[src/verilog/uart_cfg.svh]
// Register offsets, field positions, reset values and timing counts of the serial port
`ifndef UART_CFG_SVH
`define UART_CFG_SVH

// ----------------------------------------
// Register offsets
// ----------------------------------------
`define SERIAL_CONTROL_ADDR 8'h98
`define SERIAL_BUFFER_ADDR 8'h99
`define BAUD_RELOAD_ADDR 8'h9A
`define BAUD_CONTROL_ADDR 8'h9B
`define SERIAL_MODE_ADDR 8'h9C
`define IRQ_STATUS_ADDR 8'h9D
`define IRQ_MASK_ADDR 8'h9E
`define SC_SET_ADDR 8'hA0
`define SC_CLEAR_ADDR 8'hA1
`define SLAVE_ADDRESS_ADDR 8'hA9
`define SLAVE_MASK_ADDR 8'hB9

// ----------------------------------------
// Field positions
// ----------------------------------------
`define SC_MODE_HIGH 7
`define SC_MODE_LOW 6
`define SC_MULTIPROC 5
`define SC_RX_ENABLE 4
`define SC_TX_NINTH 3
`define SC_RX_NINTH 2
`define SC_TX_DONE 1
`define SC_RX_DONE 0
`define BC_RUN 4
`define BC_TX_SEL 3
`define BC_RX_SEL 2
`define BC_FAST 1
`define BC_M0_SRC 0
`define SM_DOUBLE_RATE 7
`define SM_ERR_ACCESS 6
`define SM_DOUBLER 0
`define IRQ_TX 0
`define IRQ_RX 1
`define IRQ_FE 2

// ----------------------------------------
// Reset values
// ----------------------------------------
`define SERIAL_CONTROL_RESET 8'h00
`define BAUD_RELOAD_RESET 8'h00
`define SLAVE_ADDRESS_RESET 8'h00
`define SLAVE_MASK_RESET 8'h00

// ----------------------------------------
// Timing counts (clock cycles or ticks, value minus one except the mode 0 divisor)
// ----------------------------------------
`define BIT_LAST_TICK 4'hF
`define BIT_SAMPLE_TICK 4'h7
`define PRESC_FAST_X2 4'h0
`define PRESC_FAST 4'h1
`define PRESC_SLOW_X2 4'h5
`define PRESC_SLOW 4'hB
`define M2_TOP_BASE 2'h3
`define M2_TOP_HALF 2'h1
`define M2_TOP_QUARTER 2'h0
`define M0_FIXED_DIV 12

`endif

[src/verilog/uart_pkg.sv]
// Types shared by the serial port and its rate generator
package uart_pkg;

   // ----------------------------------------
   // State machine encodings
   // ----------------------------------------
   typedef enum logic [2:0] {
      TX_IDLE = 3'b000,
      TX_START = 3'b001,
      TX_DATA = 3'b010,
      TX_NINTH = 3'b011,
      TX_STOP = 3'b100,
      TX_SHIFT0 = 3'b101
   } tx_state_e;

   typedef enum logic [2:0] {
      RX_IDLE = 3'b000,
      RX_START = 3'b001,
      RX_DATA = 3'b010,
      RX_NINTH = 3'b011,
      RX_STOP = 3'b100
   } rx_state_e;

   // ----------------------------------------
   // Module state records
   // ----------------------------------------
   typedef struct packed {
      logic [3:0] pre;
      logic [7:0] cnt;
      logic half;
      logic tick;
   } rate_s;

   typedef struct packed {
      logic [7:0] sc;
      logic fe;
      logic [7:0] rx_buf;
      logic [7:0] reload;
      logic [7:0] slave_address;
      logic [7:0] slave_address_mask;
      logic [4:0] bc;
      logic [7:0] smode;
      logic [2:0] ist;
      logic [2:0] imask;
      logic [7:0] rdata;
      tx_state_e tx_state;
      logic [3:0] tx_cnt;
      logic [3:0] tx_bit;
      logic [7:0] tx_sh;
      logic txd;
      logic m0_rx;
      logic m0_phase;
      logic rxd_out;
      logic rxd_oe;
      logic [3:0] m0_div;
      logic [1:0] m2_div;
      rx_state_e rx_state;
      logic [3:0] rx_cnt;
      logic [3:0] rx_bit;
      logic [7:0] rx_sh;
      logic rx_ninth;
      logic rx_prev;
   } core_s;

endpackage

[src/verilog/rate_gen.sv]
// Internal reload-based rate generator producing the 16x bit-rate tick
`timescale 1ns/100ps
`include "uart_cfg.svh"

module rate_gen (
   input wire logic clock,
   input wire logic rst_n,
   input wire logic run,
   input wire logic [7:0] reload,
   input wire logic fast_rate_select,
   input wire logic clock_doubler,
   input wire logic double_rate_select,
   output logic tick
);

   uart_pkg::rate_s r_reg;
   uart_pkg::rate_s r_next;
   logic [3:0] presc_top;

   // ----------------------------------------
   // Prescaler and reload counter
   // ----------------------------------------
   // Prescale 2*6^(1-fast)/2^doubler, then count reload..255, then halve unless double rate
   always_comb begin
      r_next = r_reg;
      r_next.tick = 1'b0;
      if (fast_rate_select) begin
         presc_top = clock_doubler ? `PRESC_FAST_X2 : `PRESC_FAST;
      end else begin
         presc_top = clock_doubler ? `PRESC_SLOW_X2 : `PRESC_SLOW;
      end
      // A stopped generator sits on its reload so a restart counts a full period
      if (!run) begin
         r_next.pre = 4'h0;
         r_next.cnt = reload;
         r_next.half = 1'b0;
      end else if (r_reg.pre >= presc_top) begin
         r_next.pre = 4'h0;
         if (r_reg.cnt == 8'hFF) begin
            r_next.cnt = reload;
            if (double_rate_select) begin
               r_next.tick = 1'b1;
            end else begin
               r_next.half = ~r_reg.half;
               r_next.tick = r_reg.half;
            end
         end else begin
            r_next.cnt = r_reg.cnt + 8'h01;
         end
      end else begin
         r_next.pre = r_reg.pre + 4'h1;
      end
   end

   // State register
   always_ff @(posedge clock or negedge rst_n) begin
      if (!rst_n) begin
         r_reg <= '0;
      end else begin
         r_reg <= r_next;
      end
   end

   assign tick = r_reg.tick;

endmodule // rate_gen

[src/verilog/uart_core.sv]
// Serial port with multiprocessor addressing, framing check and internal rate generator
// Function
// - The internal generator gives a bit rate of 2^double_rate*2^doubler*Fosc/(4*6^(1-fast)*16*(256-reload)).
// - Mode 0 may be clocked by the internal generator when mode0_clock_select is set.
// - In modes 2 and 3 the transmitter sends tx_ninth_bit as the ninth data bit.
// - A set tx_ninth_bit sends a 1 and a cleared one sends a 0 in the ninth position.
// - In modes 2 and 3 the receiver loads rx_ninth_bit with the received ninth bit.
// - In mode 1 with multiproc_enable clear the received stop bit goes to rx_ninth_bit.
// - In mode 0 rx_ninth_bit is never updated by the receiver.
// - tx_done_flag is set after the eighth bit in mode 0 and at the start of the stop bit otherwise.
// - In mode 0 rx_done_flag is set at the end of the eighth received bit.
// - The serial control register resets to zero and offers single-bit set and clear writes.
// - The serial buffer content is undefined after reset and must not be relied on.
// - Clearing generator_run halts the generator, setting it starts counting from the reload value.
// - In modes 1 and 3 the transmit and receive clocks pick timer 1 or the internal generator independently, 1 meaning internal.
// - The individual address is the slave address with bits of mask zero treated as don't-care.
// - The broadcast address is slave address OR mask, with zero bits of the result as don't-care.
`timescale 1ns/100ps
`include "uart_cfg.svh"

module uart_core #(
   parameter int M0_DIV = `M0_FIXED_DIV
) (
   input wire logic clock,
   input wire logic rst_n,
   input wire logic [7:0] addr,
   input wire logic [7:0] wdata,
   input wire logic wr,
   input wire logic rd,
   output logic [7:0] rdata,
   input wire logic timer1_tick,
   input wire logic rxd_in,
   output logic rxd_out,
   output logic rxd_oe,
   output logic txd_out,
   output logic irq
);

   // ----------------------------------------
   // Parameter check
   // ----------------------------------------
   if (M0_DIV < 4 || M0_DIV > 32 || (M0_DIV % 4) != 0) begin : bad_m0_div
      $error("M0_DIV must be a multiple of 4 between 4 and 32");
   end

   localparam logic [3:0] M0_TOP = 4'(M0_DIV / 2 - 1); // A bit is two ticks, so a tick is half the bit time
   localparam logic [3:0] M0_TOP_X2 = 4'(M0_DIV / 4 - 1);

   uart_pkg::core_s r_reg;
   uart_pkg::core_s r_next;
   logic gen_tick;
   logic [1:0] mode;
   logic [3:0] m0_top;
   logic [1:0] m2_top;
   logic m0_tick;
   logic m2_tick;
   logic tx_tick;
   logic rx_tick;
   logic [7:0] bcast;
   logic addressed;

   // ----------------------------------------
   // Rate generator
   // ----------------------------------------
   rate_gen rate_gen_inst (
      .clock(clock),
      .rst_n(rst_n),
      .run(r_reg.bc[`BC_RUN]),
      .reload(r_reg.reload),
      .fast_rate_select(r_reg.bc[`BC_FAST]),
      .clock_doubler(r_reg.smode[`SM_DOUBLER]),
      .double_rate_select(r_reg.smode[`SM_DOUBLE_RATE]),
      .tick(gen_tick)
   );

   // ----------------------------------------
   // Tick selection
   // ----------------------------------------
   // Mode from the two select bits; bit 7 holds the high select bit even while it reads as the error flag
   assign mode = {r_reg.sc[`SC_MODE_HIGH], r_reg.sc[`SC_MODE_LOW]};
   assign m0_top = r_reg.smode[`SM_DOUBLER] ? M0_TOP_X2 : M0_TOP;
   assign m0_tick = r_reg.bc[`BC_M0_SRC] ? gen_tick : (r_reg.m0_div == m0_top);
   assign m2_tick = (r_reg.m2_div == m2_top);
   // Mode 2 uses a fixed fraction of the clock, modes 1 and 3 the selected source
   assign tx_tick = (mode == 2'b10) ? m2_tick : (r_reg.bc[`BC_TX_SEL] ? gen_tick : timer1_tick);
   assign rx_tick = (mode == 2'b10) ? m2_tick : (r_reg.bc[`BC_RX_SEL] ? gen_tick : timer1_tick);

   // Mode 2 tick period: 4 cycles, halved by each of double rate and doubler
   always_comb begin
      case ({r_reg.smode[`SM_DOUBLE_RATE], r_reg.smode[`SM_DOUBLER]})
         2'b00: m2_top = `M2_TOP_BASE;
         2'b11: m2_top = `M2_TOP_QUARTER;
         default: m2_top = `M2_TOP_HALF;
      endcase
   end

   // ----------------------------------------
   // Address recognition
   // ----------------------------------------
   // Zero mask bits are don't-care for the given address, zero OR bits for broadcast
   assign bcast = r_reg.slave_address | r_reg.slave_address_mask;
   assign addressed = (((r_reg.rx_sh ^ r_reg.slave_address) & r_reg.slave_address_mask) == 8'h00)
      || (((r_reg.rx_sh ^ bcast) & bcast) == 8'h00);

   // ----------------------------------------
   // Next-state logic
   // ----------------------------------------
   always_comb begin
      logic [7:0] view;
      logic stop_bit;
      logic accept;
      view = 8'h00;
      stop_bit = 1'b0;
      accept = 1'b0;
      r_next = r_reg;
      r_next.rdata = 8'h00;
      r_next.rx_prev = rxd_in;

      // Free-running fixed dividers for mode 0 and mode 2
      r_next.m0_div = (r_reg.m0_div >= m0_top) ? 4'h0 : r_reg.m0_div + 4'h1;
      r_next.m2_div = (r_reg.m2_div >= m2_top) ? 2'h0 : r_reg.m2_div + 2'h1;

      // Software view of the control register, bit 7 steered by the access select
      view = r_reg.sc;
      if (r_reg.smode[`SM_ERR_ACCESS]) begin
         view[7] = r_reg.fe;
      end
      if (wr && addr == `SERIAL_CONTROL_ADDR) begin
         view = wdata;
      end else if (wr && addr == `SC_SET_ADDR) begin
         view = view | wdata;
      end else if (wr && addr == `SC_CLEAR_ADDR) begin
         view = view & ~wdata;
      end
      r_next.sc[6:0] = view[6:0];
      // Software may only clear the error flag; a later valid frame leaves it alone
      if (r_reg.smode[`SM_ERR_ACCESS]) begin
         r_next.fe = r_reg.fe & view[7];
      end else begin
         r_next.sc[7] = view[7];
      end

      // Plain register writes, chained decode
      if (wr) begin
         if (addr == `BAUD_RELOAD_ADDR) begin
            r_next.reload = wdata;
         end else if (addr == `BAUD_CONTROL_ADDR) begin
            r_next.bc = wdata[4:0];
         end else if (addr == `SERIAL_MODE_ADDR) begin
            r_next.smode = wdata & 8'hC1;
         end else if (addr == `IRQ_STATUS_ADDR) begin
            r_next.ist = r_reg.ist & ~wdata[2:0];
         end else if (addr == `IRQ_MASK_ADDR) begin
            r_next.imask = wdata[2:0];
         end else if (addr == `SLAVE_ADDRESS_ADDR) begin
            r_next.slave_address = wdata;
         end else if (addr == `SLAVE_MASK_ADDR) begin
            r_next.slave_address_mask = wdata;
         end
      end

      // Register reads, answered in the next cycle; unmapped reads return zero
      if (rd) begin
         if (addr == `SERIAL_CONTROL_ADDR) begin
            r_next.rdata = r_reg.smode[`SM_ERR_ACCESS] ? {r_reg.fe, r_reg.sc[6:0]} : r_reg.sc;
         end else if (addr == `SERIAL_BUFFER_ADDR) begin
            r_next.rdata = r_reg.rx_buf;
         end else if (addr == `BAUD_RELOAD_ADDR) begin
            r_next.rdata = r_reg.reload;
         end else if (addr == `BAUD_CONTROL_ADDR) begin
            r_next.rdata = {3'b000, r_reg.bc};
         end else if (addr == `SERIAL_MODE_ADDR) begin
            r_next.rdata = r_reg.smode;
         end else if (addr == `IRQ_STATUS_ADDR) begin
            r_next.rdata = {5'b00000, r_reg.ist};
         end else if (addr == `IRQ_MASK_ADDR) begin
            r_next.rdata = {5'b00000, r_reg.imask};
         end else if (addr == `SLAVE_ADDRESS_ADDR) begin
            r_next.rdata = r_reg.slave_address;
         end else if (addr == `SLAVE_MASK_ADDR) begin
            r_next.rdata = r_reg.slave_address_mask;
         end
      end

      // Transmit engine; a buffer write while busy is dropped to keep the frame intact
      case (r_reg.tx_state)
         uart_pkg::TX_IDLE: begin
            if (wr && addr == `SERIAL_BUFFER_ADDR) begin
               r_next.tx_sh = wdata;
               r_next.tx_cnt = 4'h0;
               r_next.tx_bit = 4'h0;
               if (mode == 2'b00) begin
                  r_next.tx_state = uart_pkg::TX_SHIFT0;
                  r_next.m0_rx = 1'b0;
                  r_next.m0_phase = 1'b0;
                  r_next.rxd_oe = 1'b1;
                  r_next.rxd_out = wdata[0];
               end else begin
                  r_next.tx_state = uart_pkg::TX_START;
                  r_next.txd = 1'b0;
               end
            end else if (mode == 2'b00 && r_reg.sc[`SC_RX_ENABLE] && !r_reg.sc[`SC_RX_DONE]) begin
               // Mode 0 reception shares the shift clock, so it runs in this engine
               r_next.tx_state = uart_pkg::TX_SHIFT0;
               r_next.tx_bit = 4'h0;
               r_next.m0_rx = 1'b1;
               r_next.m0_phase = 1'b0;
               r_next.rxd_oe = 1'b0;
            end
         end
         uart_pkg::TX_SHIFT0: begin
            if (m0_tick) begin
               r_next.m0_phase = ~r_reg.m0_phase;
               if (!r_reg.m0_phase) begin
                  r_next.txd = 1'b0;
               end else begin
                  r_next.txd = 1'b1;
                  r_next.tx_bit = r_reg.tx_bit + 4'h1;
                  if (r_reg.m0_rx) begin
                     r_next.rx_sh = {rxd_in, r_reg.rx_sh[7:1]};
                  end else begin
                     r_next.tx_sh = {1'b0, r_reg.tx_sh[7:1]};
                     r_next.rxd_out = r_reg.tx_sh[1];
                  end
                  if (r_reg.tx_bit == 4'h7) begin
                     r_next.tx_state = uart_pkg::TX_IDLE;
                     r_next.rxd_oe = 1'b0;
                     r_next.rxd_out = 1'b0;
                     if (r_reg.m0_rx) begin
                        r_next.rx_buf = {rxd_in, r_reg.rx_sh[7:1]};
                        r_next.sc[`SC_RX_DONE] = 1'b1;
                        r_next.ist[`IRQ_RX] = 1'b1;
                     end else begin
                        r_next.sc[`SC_TX_DONE] = 1'b1;
                        r_next.ist[`IRQ_TX] = 1'b1;
                     end
                  end
               end
            end
         end
         default: begin
            if (tx_tick) begin
               r_next.tx_cnt = r_reg.tx_cnt + 4'h1;
               if (r_reg.tx_cnt == `BIT_LAST_TICK) begin
                  case (r_reg.tx_state)
                     uart_pkg::TX_START: begin
                        r_next.tx_state = uart_pkg::TX_DATA;
                        r_next.txd = r_reg.tx_sh[0];
                     end
                     uart_pkg::TX_DATA: begin
                        r_next.tx_bit = r_reg.tx_bit + 4'h1;
                        r_next.tx_sh = {1'b0, r_reg.tx_sh[7:1]};
                        r_next.txd = r_reg.tx_sh[1];
                        if (r_reg.tx_bit == 4'h7) begin
                           if (mode[1]) begin
                              r_next.tx_state = uart_pkg::TX_NINTH;
                              r_next.txd = r_reg.sc[`SC_TX_NINTH];
                           end else begin
                              r_next.tx_state = uart_pkg::TX_STOP;
                              r_next.txd = 1'b1;
                              r_next.sc[`SC_TX_DONE] = 1'b1;
                              r_next.ist[`IRQ_TX] = 1'b1;
                           end
                        end
                     end
                     uart_pkg::TX_NINTH: begin
                        r_next.tx_state = uart_pkg::TX_STOP;
                        r_next.txd = 1'b1;
                        r_next.sc[`SC_TX_DONE] = 1'b1;
                        r_next.ist[`IRQ_TX] = 1'b1;
                     end
                     default: begin
                        r_next.tx_state = uart_pkg::TX_IDLE;
                     end
                  endcase
               end
            end
         end
      endcase

      // Receive engine for modes 1 to 3; single sample at the middle of each bit
      case (r_reg.rx_state)
         uart_pkg::RX_IDLE: begin
            if (mode != 2'b00 && r_reg.sc[`SC_RX_ENABLE] && r_reg.rx_prev && !rxd_in) begin
               r_next.rx_state = uart_pkg::RX_START;
               r_next.rx_cnt = 4'h0;
               r_next.rx_bit = 4'h0;
            end
         end
         default: begin
            if (rx_tick) begin
               r_next.rx_cnt = r_reg.rx_cnt + 4'h1;
               if (r_reg.rx_cnt == `BIT_SAMPLE_TICK) begin
                  case (r_reg.rx_state)
                     uart_pkg::RX_START: begin
                        // A start bit gone high by mid-bit was a glitch
                        if (rxd_in) begin
                           r_next.rx_state = uart_pkg::RX_IDLE;
                        end
                     end
                     uart_pkg::RX_DATA: begin
                        r_next.rx_sh = {rxd_in, r_reg.rx_sh[7:1]};
                     end
                     uart_pkg::RX_NINTH: begin
                        r_next.rx_ninth = rxd_in;
                     end
                     default: begin
                        // Stop bit: finish at mid-bit so the next start edge is not missed
                        stop_bit = rxd_in;
                        r_next.rx_state = uart_pkg::RX_IDLE;
                        if (!stop_bit) begin
                           r_next.fe = 1'b1;
                           r_next.ist[`IRQ_FE] = 1'b1;
                        end
                        accept = !r_reg.sc[`SC_RX_DONE] && (!r_reg.sc[`SC_MULTIPROC] ||
                           ((mode[1] ? r_reg.rx_ninth : stop_bit) && addressed));
                        if (accept) begin
                           r_next.rx_buf = r_reg.rx_sh;
                           r_next.sc[`SC_RX_DONE] = 1'b1;
                           r_next.ist[`IRQ_RX] = 1'b1;
                           if (mode[1]) begin
                              r_next.sc[`SC_RX_NINTH] = r_reg.rx_ninth;
                           end else if (!r_reg.sc[`SC_MULTIPROC]) begin
                              r_next.sc[`SC_RX_NINTH] = stop_bit;
                           end
                        end
                     end
                  endcase
               end else if (r_reg.rx_cnt == `BIT_LAST_TICK) begin
                  case (r_reg.rx_state)
                     uart_pkg::RX_START: begin
                        r_next.rx_state = uart_pkg::RX_DATA;
                     end
                     uart_pkg::RX_DATA: begin
                        r_next.rx_bit = r_reg.rx_bit + 4'h1;
                        if (r_reg.rx_bit == 4'h7) begin
                           r_next.rx_state = mode[1] ? uart_pkg::RX_NINTH : uart_pkg::RX_STOP;
                        end
                     end
                     uart_pkg::RX_NINTH: begin
                        r_next.rx_state = uart_pkg::RX_STOP;
                     end
                     default: begin
                        r_next.rx_state = r_reg.rx_state;
                     end
                  endcase
               end
            end
         end
      endcase
   end

   // ----------------------------------------
   // State register
   // ----------------------------------------
   // Buffer content is cleared only for simulation hygiene; software must not rely on it
   always_ff @(posedge clock or negedge rst_n) begin
      if (!rst_n) begin
         r_reg <= '0;
         r_reg.sc <= `SERIAL_CONTROL_RESET;
         r_reg.reload <= `BAUD_RELOAD_RESET;
         r_reg.slave_address <= `SLAVE_ADDRESS_RESET;
         r_reg.slave_address_mask <= `SLAVE_MASK_RESET;
         r_reg.txd <= 1'b1;
         r_reg.rx_prev <= 1'b1;
      end else begin
         r_reg <= r_next;
      end
   end

   // ----------------------------------------
   // Outputs
   // ----------------------------------------
   assign rdata = r_reg.rdata;
   assign txd_out = r_reg.txd;
   assign rxd_out = r_reg.rxd_out;
   assign rxd_oe = r_reg.rxd_oe;
   assign irq = |(r_reg.ist & r_reg.imask);

endmodule // uart_core

[config.mk]
export PLATFORM = sky130hd
export DESIGN_NAME = uart_core
export DESIGN_NICKNAME = d
export VERILOG_FILES = /design/src/verilog/uart_pkg.sv /design/src/verilog/rate_gen.sv /design/src/verilog/uart_core.sv
export VERILOG_INCLUDE_DIRS = /design/src /design/src/verilog
export SDC_FILE = /design/constraint.sdc
export NUM_CORES = 1
export LEC_CHECK = 0
export ABC_AREA = 1
export BUFFER_PORTS_ARGS = -buffer_cell sky130_fd_sc_hd__buf_2
export CAP_MARGIN = 10
export CORE_MARGIN = 2
export CORE_UTILIZATION = 49
export CTS_CLUSTER_SIZE = 24
export DETAILED_ROUTE_END_ITERATION = 12
export PLACE_DENSITY = 0.77
export SYNTH_ARGS = -nofsm -noshare
export SYNTH_HDL_FRONTEND = slang
export SYNTH_SLANG_ARGS = --single-unit
[constraint.sdc]
create_clock -name clock -period 4.3 [get_ports clock]
set_input_delay 0.86 -clock clock [delete_from_list [all_inputs] [get_ports clock]]
set_output_delay 0.86 -clock clock [all_outputs]
set_load 0.01 [all_outputs]
# Word level (Yosys, flattened, before mapping)
# Cells that the tools add are included.
# op_classes
magnitude_cmp,3
reduce_logical,59
n_bitwise,22
eq_ne,48
add_sub_neg,8
n_mux,152
# op_table
operator,n
$mux W8,27
$eq A8 B8 Y1 const B,12
$mux W3,18
$mux W10,5
$mux W1,46
$mux W4,11
$mux W20,2
$mux W13,3
$mux W2,16
$reduce_and A6 Y1,5
$reduce_and A7 Y1,4
$mux W9,3
$pmux W13 S2,1
$add A4 B1 Y4 const B,6
$and A8 B8 Y8,3
$mux W12,2
$mux W6,4
$mux W11,2
$ne A2 B2 Y1 const B,9
$pmux W3 S2,3
$pmux W3 S3,2
$logic_not A8 Y1,2
$or A8 B8 Y8,2
$xor A8 B8 Y8,2
other kinds (41),102
# totals
out_inout_bits,12
inputBits,22
elab_cells,326
regBits,128

# Depth between registers and ports, before layout
# depth
ltp_word,17
depth_mapped,14
ltp_nobuf,14

# By module
# Synthesis repeated with hierarchy kept, for this count alone.
# unflattened
hier_cells,947
area_unflattened_um2,7372.1
# by_module_without_submodules
module,seq_area_each_um2,area_per_inst_um2,cells_per_inst,instances
uart_core,2855.2,6372.4,804,1
rate_gen,350.3,999.7,143,1

# Least setup slack after synthesis
# Ideal clock, no wire load.
# synth_path
path_kind,input-to-reg
start,in addr[2]
end,reg r_reg[37] in the netlist's numbering
setup_time_ns,0.123
stages,13
n_path_buf,1
t_arrival_ns,1.986
t_required_ns,4.177
slack_ns,2.190
path_cell_list,inv_1 > nand2_2 > nor2_8 > nand2_2 > nor2_4 > inv_2 > nand2_2 > inv_2 > nor3_2 > nand2_2 > buf_6 > nand2_1 > o21ai_2
# synth_via
elab_chain_cells,4
# synth_rtl
item,line,text
"start, declared",uart_core.sv:26,"input wire logic [7:0] addr,"
$eq A8 B8 Y1 (no line),n/a,
$logic_and A1 B1 Y1 (no line),n/a,
$ne A2 B2 Y1 (no line),n/a,
$reduce_and A7 Y1 (no line),n/a,
"end signal, assigned",uart_core.sv:367,r_reg <= r_next;
"end, declared",uart_core.sv:49,uart_pkg::core_s r_reg;
# No other way between the ends.
# A chain may end at the register's enable or synchronous reset.

==> metrics <==
Clock power frac 0.315; Residual DRC 0; Max Clock Skew 0.008698 ns; vias per cell 5.505; Overall Global Routing Usage 0.2376; Final Hold Vio Count 0; Net Sw Frac 0.3643; Hold Crit Start r_reg[110]$_DFF_PN0_; Vias ~6,300; RR Endpoint r_reg[6]$_DFF_PN0_; Worst setup EP type flop; Clock transition at path regs 0.05 ns; Net Switching roughly 1.5 mW; WP data required 4.66 ns; r2r setup slk about 1.8 ns; status complete, no violations; ratio of cells with drive above 1 in the final layout 0.1233; WS Path Type in -> reg; die area 15,640 µm²; CTS tree done; chip height 125.1 µm; final core utilization 0.5544; dominant cell type by area after synthesis dfrtp_1; cell family with most CP delay simple AND/OR/NAND/NOR gates; post-cts resize count 0; EDFF count, synth 0; Synthesis Warnings 0; num rows 44; CTS Buffer Depth 2; fin crit share 0.5967; Peak VDD IR 0.3195 mV; Starting Density 0.4980; global-route wire length before repair 29,410 µm; hold path cells 2; slowest CP cell nor3_2; worst path cell trace buf_2, inv_1, nand2_1, nor2_4, inv_1, nor3_2, nand2_1, nand2_1, inv_1, o21ai_1, nand2_1, nand2_1; die width 125.1 µm; Mapped Area about 7000 µm²; Post-synth ARST share 1.000; Distinct cells, synth 49; Fmax achieved 0.3897 GHz; Routability Congestion 0.9224; syn nets 958; WP data arrival 2.93 ns; Syn Inst Count 920; vias in the first global route approximately 5,900; combinational share of power 0.298; top cell type's share of synthesized area 0.4389; commonest non-fill, non-tap cells in the layout 244 x nand2_1, 126 x dfrtp_1, 112 x o21ai_0; post-CTS setup buffer count 0; Final nets 990; register area share after synthesis 0.4463; H-Tree Depth 4; First-pass DRT Iterations 6; Hold-fix buffers, CTS 0; Crit path largest cell delay 0.47 ns; share of total power in sequential cells 0.388; Slew @ Worst Pin 0.9123 ns; commonest non-fill, non-tap cell in the layout nand2_1; max FFs per register 101; top cells by area, synth dfrtp_1 44%, nand2_1 13%, o21ai_0 7.8%, inv_1 5.3%, a21oi_1 3.4%; drt wl/cell 15.42 µm; CP Buf/Inv Count 4; HP Class reg -> reg; Main synth FF type dfrtp_1; initial antenna violation count 0; leakage about 3.9 nW; worst-case reg-to-reg path depth 7; # setup viols final 0; DP Wirelength 12,890 µm; Startpoint Class input port; number of diodes 0; Final Max Slew Viols 0; I/O pin cnt 34; cts bufs inserted 17; max_slew headroom 0.3895; CTS sink count about 130; Clock Tree Root clkbuf_16; Port Buf Inserts 33; post-route ant nets 0; largest net degree at the start of global routing 77; maxcap violations 0; Post-Route WL 17,710 µm; RSZ-0062 raised after global routing false; critical path peak fanout 14; most frequent cell on the critical path nand2_1; Int Pwr 2.643 mW; WHS Endpoint r_reg[110]$_DFF_PN0_; 1st-iter DRT viols between 400 and 500; CORE AREA around 14,000 µm²; placed inst area approximately 7500 µm²; Reg-to-Reg Start r_reg[65]$_DFFE_PN0P_; Final Critical Period 2.566 ns; Synth-to-Final Area Change 11.32%; PwrDens 520.0 nW/µm²; Final Cell Area 7996 µm²; syn_area_per_cell 7.808 µm²; Synth Register Bits 128; total grt overflow 0; Post-Route Setup TNS 0 ns; worst skew pair latency 0.43 ns
## Yosys cell counts (2+ instances only)
library cell and number:
nor3_1 16, o21ai_1 4, buf_2 5, nor2_8 3, nor2_4 4, nand3_2 3
inv_2 8, dfrtp_1 126, buf_6 2, nor2_1 54, dfstp_2 2, o21ai_2 14
nor3_2 2, xor2_1 6, ha_1 16, nor2_2 3, nand3b_1 3, or2_2 5
clkbuf_1 4, xnor2_1 6, o211ai_1 11, a21oi_1 49, nand2_4 3, o22ai_1 13
a31oi_1 5, nand4_1 8, a21oi_2 3, o21ai_0 112, a22oi_1 2, nand2_2 8
nand2_1 244, nand3_1 49, buf_4 10, inv_1 102
## power groups by stage
stage / clock network, mW / logic [mW] / registers (mW)
after CTS: 1.33 / 1.24 / 1.61
final: 1.31 / 1.24 / 1.61
after global routing: 1.39 / 1.41 / 1.64
after detailed placement: 0 / 1.23 / 1.63
after floorplan: 0 / 0.988 / 1.57
after global placement: 0 / 1.19 / 1.62
## per-stage QoR
step	total power, mW	instances	hold slack (ns)	worst slack, ns
4_1_cts	4.183	1149	0.4671	1.754
3_5_place_dp	2.857	1117	0.4534	1.346
6_report	4.158	1149	0.4652	1.734
2_1_floorplan	2.556	920	0.4367	2.190
3_3_place_gp	2.814	1117	0.4558	1.423
5_1_grt	4.440	1149	0.4872	1.504
## routing by layer
| metal | track usage | wire [µm] | up-vias |
|---|---|---|---|
| li1 | - | - | 3106 |
| met1 | 0.3203 | 7987 | 2995 |
| met2 | 0.3660 | 8204 | 181 |
| met3 | 0.05948 | 1030 | 43 |
| met4 | 0.1033 | 490 | 0 |
| met5 | 0 | 0 | - |
## cell families (layout without fill, tap and decap cells)
group,after synthesis,in the layout,synth area share
compound gates,221,221,0.1742
xor+xnor,12,12,0.01463
fa+ha+maj,16,16,0.02787
buf+inv,132,177,0.07751
flops,128,128,0.4463
mux,1,1,0.001394
simple gates,410,410,0.2581
## final cells by class
| class | count | area (µm²) |
|---|---|---|
| Clock buffer | 31 | 528.0 |
| Multi-Input combinational cell | 660 | 3421 |
| Timing Repair Buffer | 34 | 187.7 |
| Inverter | 111 | 419.2 |
| Sequential cell | 128 | 3206 |
| Tap cell | 184 | 230.2 |
| Clock inverter | 1 | 5.005 |
| Fill cell | 1360 | 6427 |
## how the worst max path moves through the flow
| stage | start | cells past startpoint | to | slack, ns |
|---|---|---|---|---|
| after global placement | addr[6] | 12 | r_reg[113]$_DFF_PN0_ | 1.42 |
| after CTS | r_reg[65]$_DFFE_PN0P_ | 7 | r_reg[6]$_DFF_PN0_ | 1.75 |
| after floorplan | addr[2] | 13 | r_reg[37]$_DFFE_PN0P_ | 2.19 |
| after detailed placement | addr[6] | 12 | r_reg[113]$_DFF_PN0_ | 1.35 |
| after global routing | addr[6] | 12 | r_reg[113]$_DFF_PN0_ | 1.50 |
| final | addr[6] | 12 | r_reg[113]$_DFF_PN0_ | 1.73 |
## tightest hold or removal path: cells and delay by family, from the launching register on
kind / cells / cell delay [ns]
DFF: 1 / 0.34
and+or+nand+nor: 2 / 0.09
No activity file was read; power rests on OpenSTA's default activity.
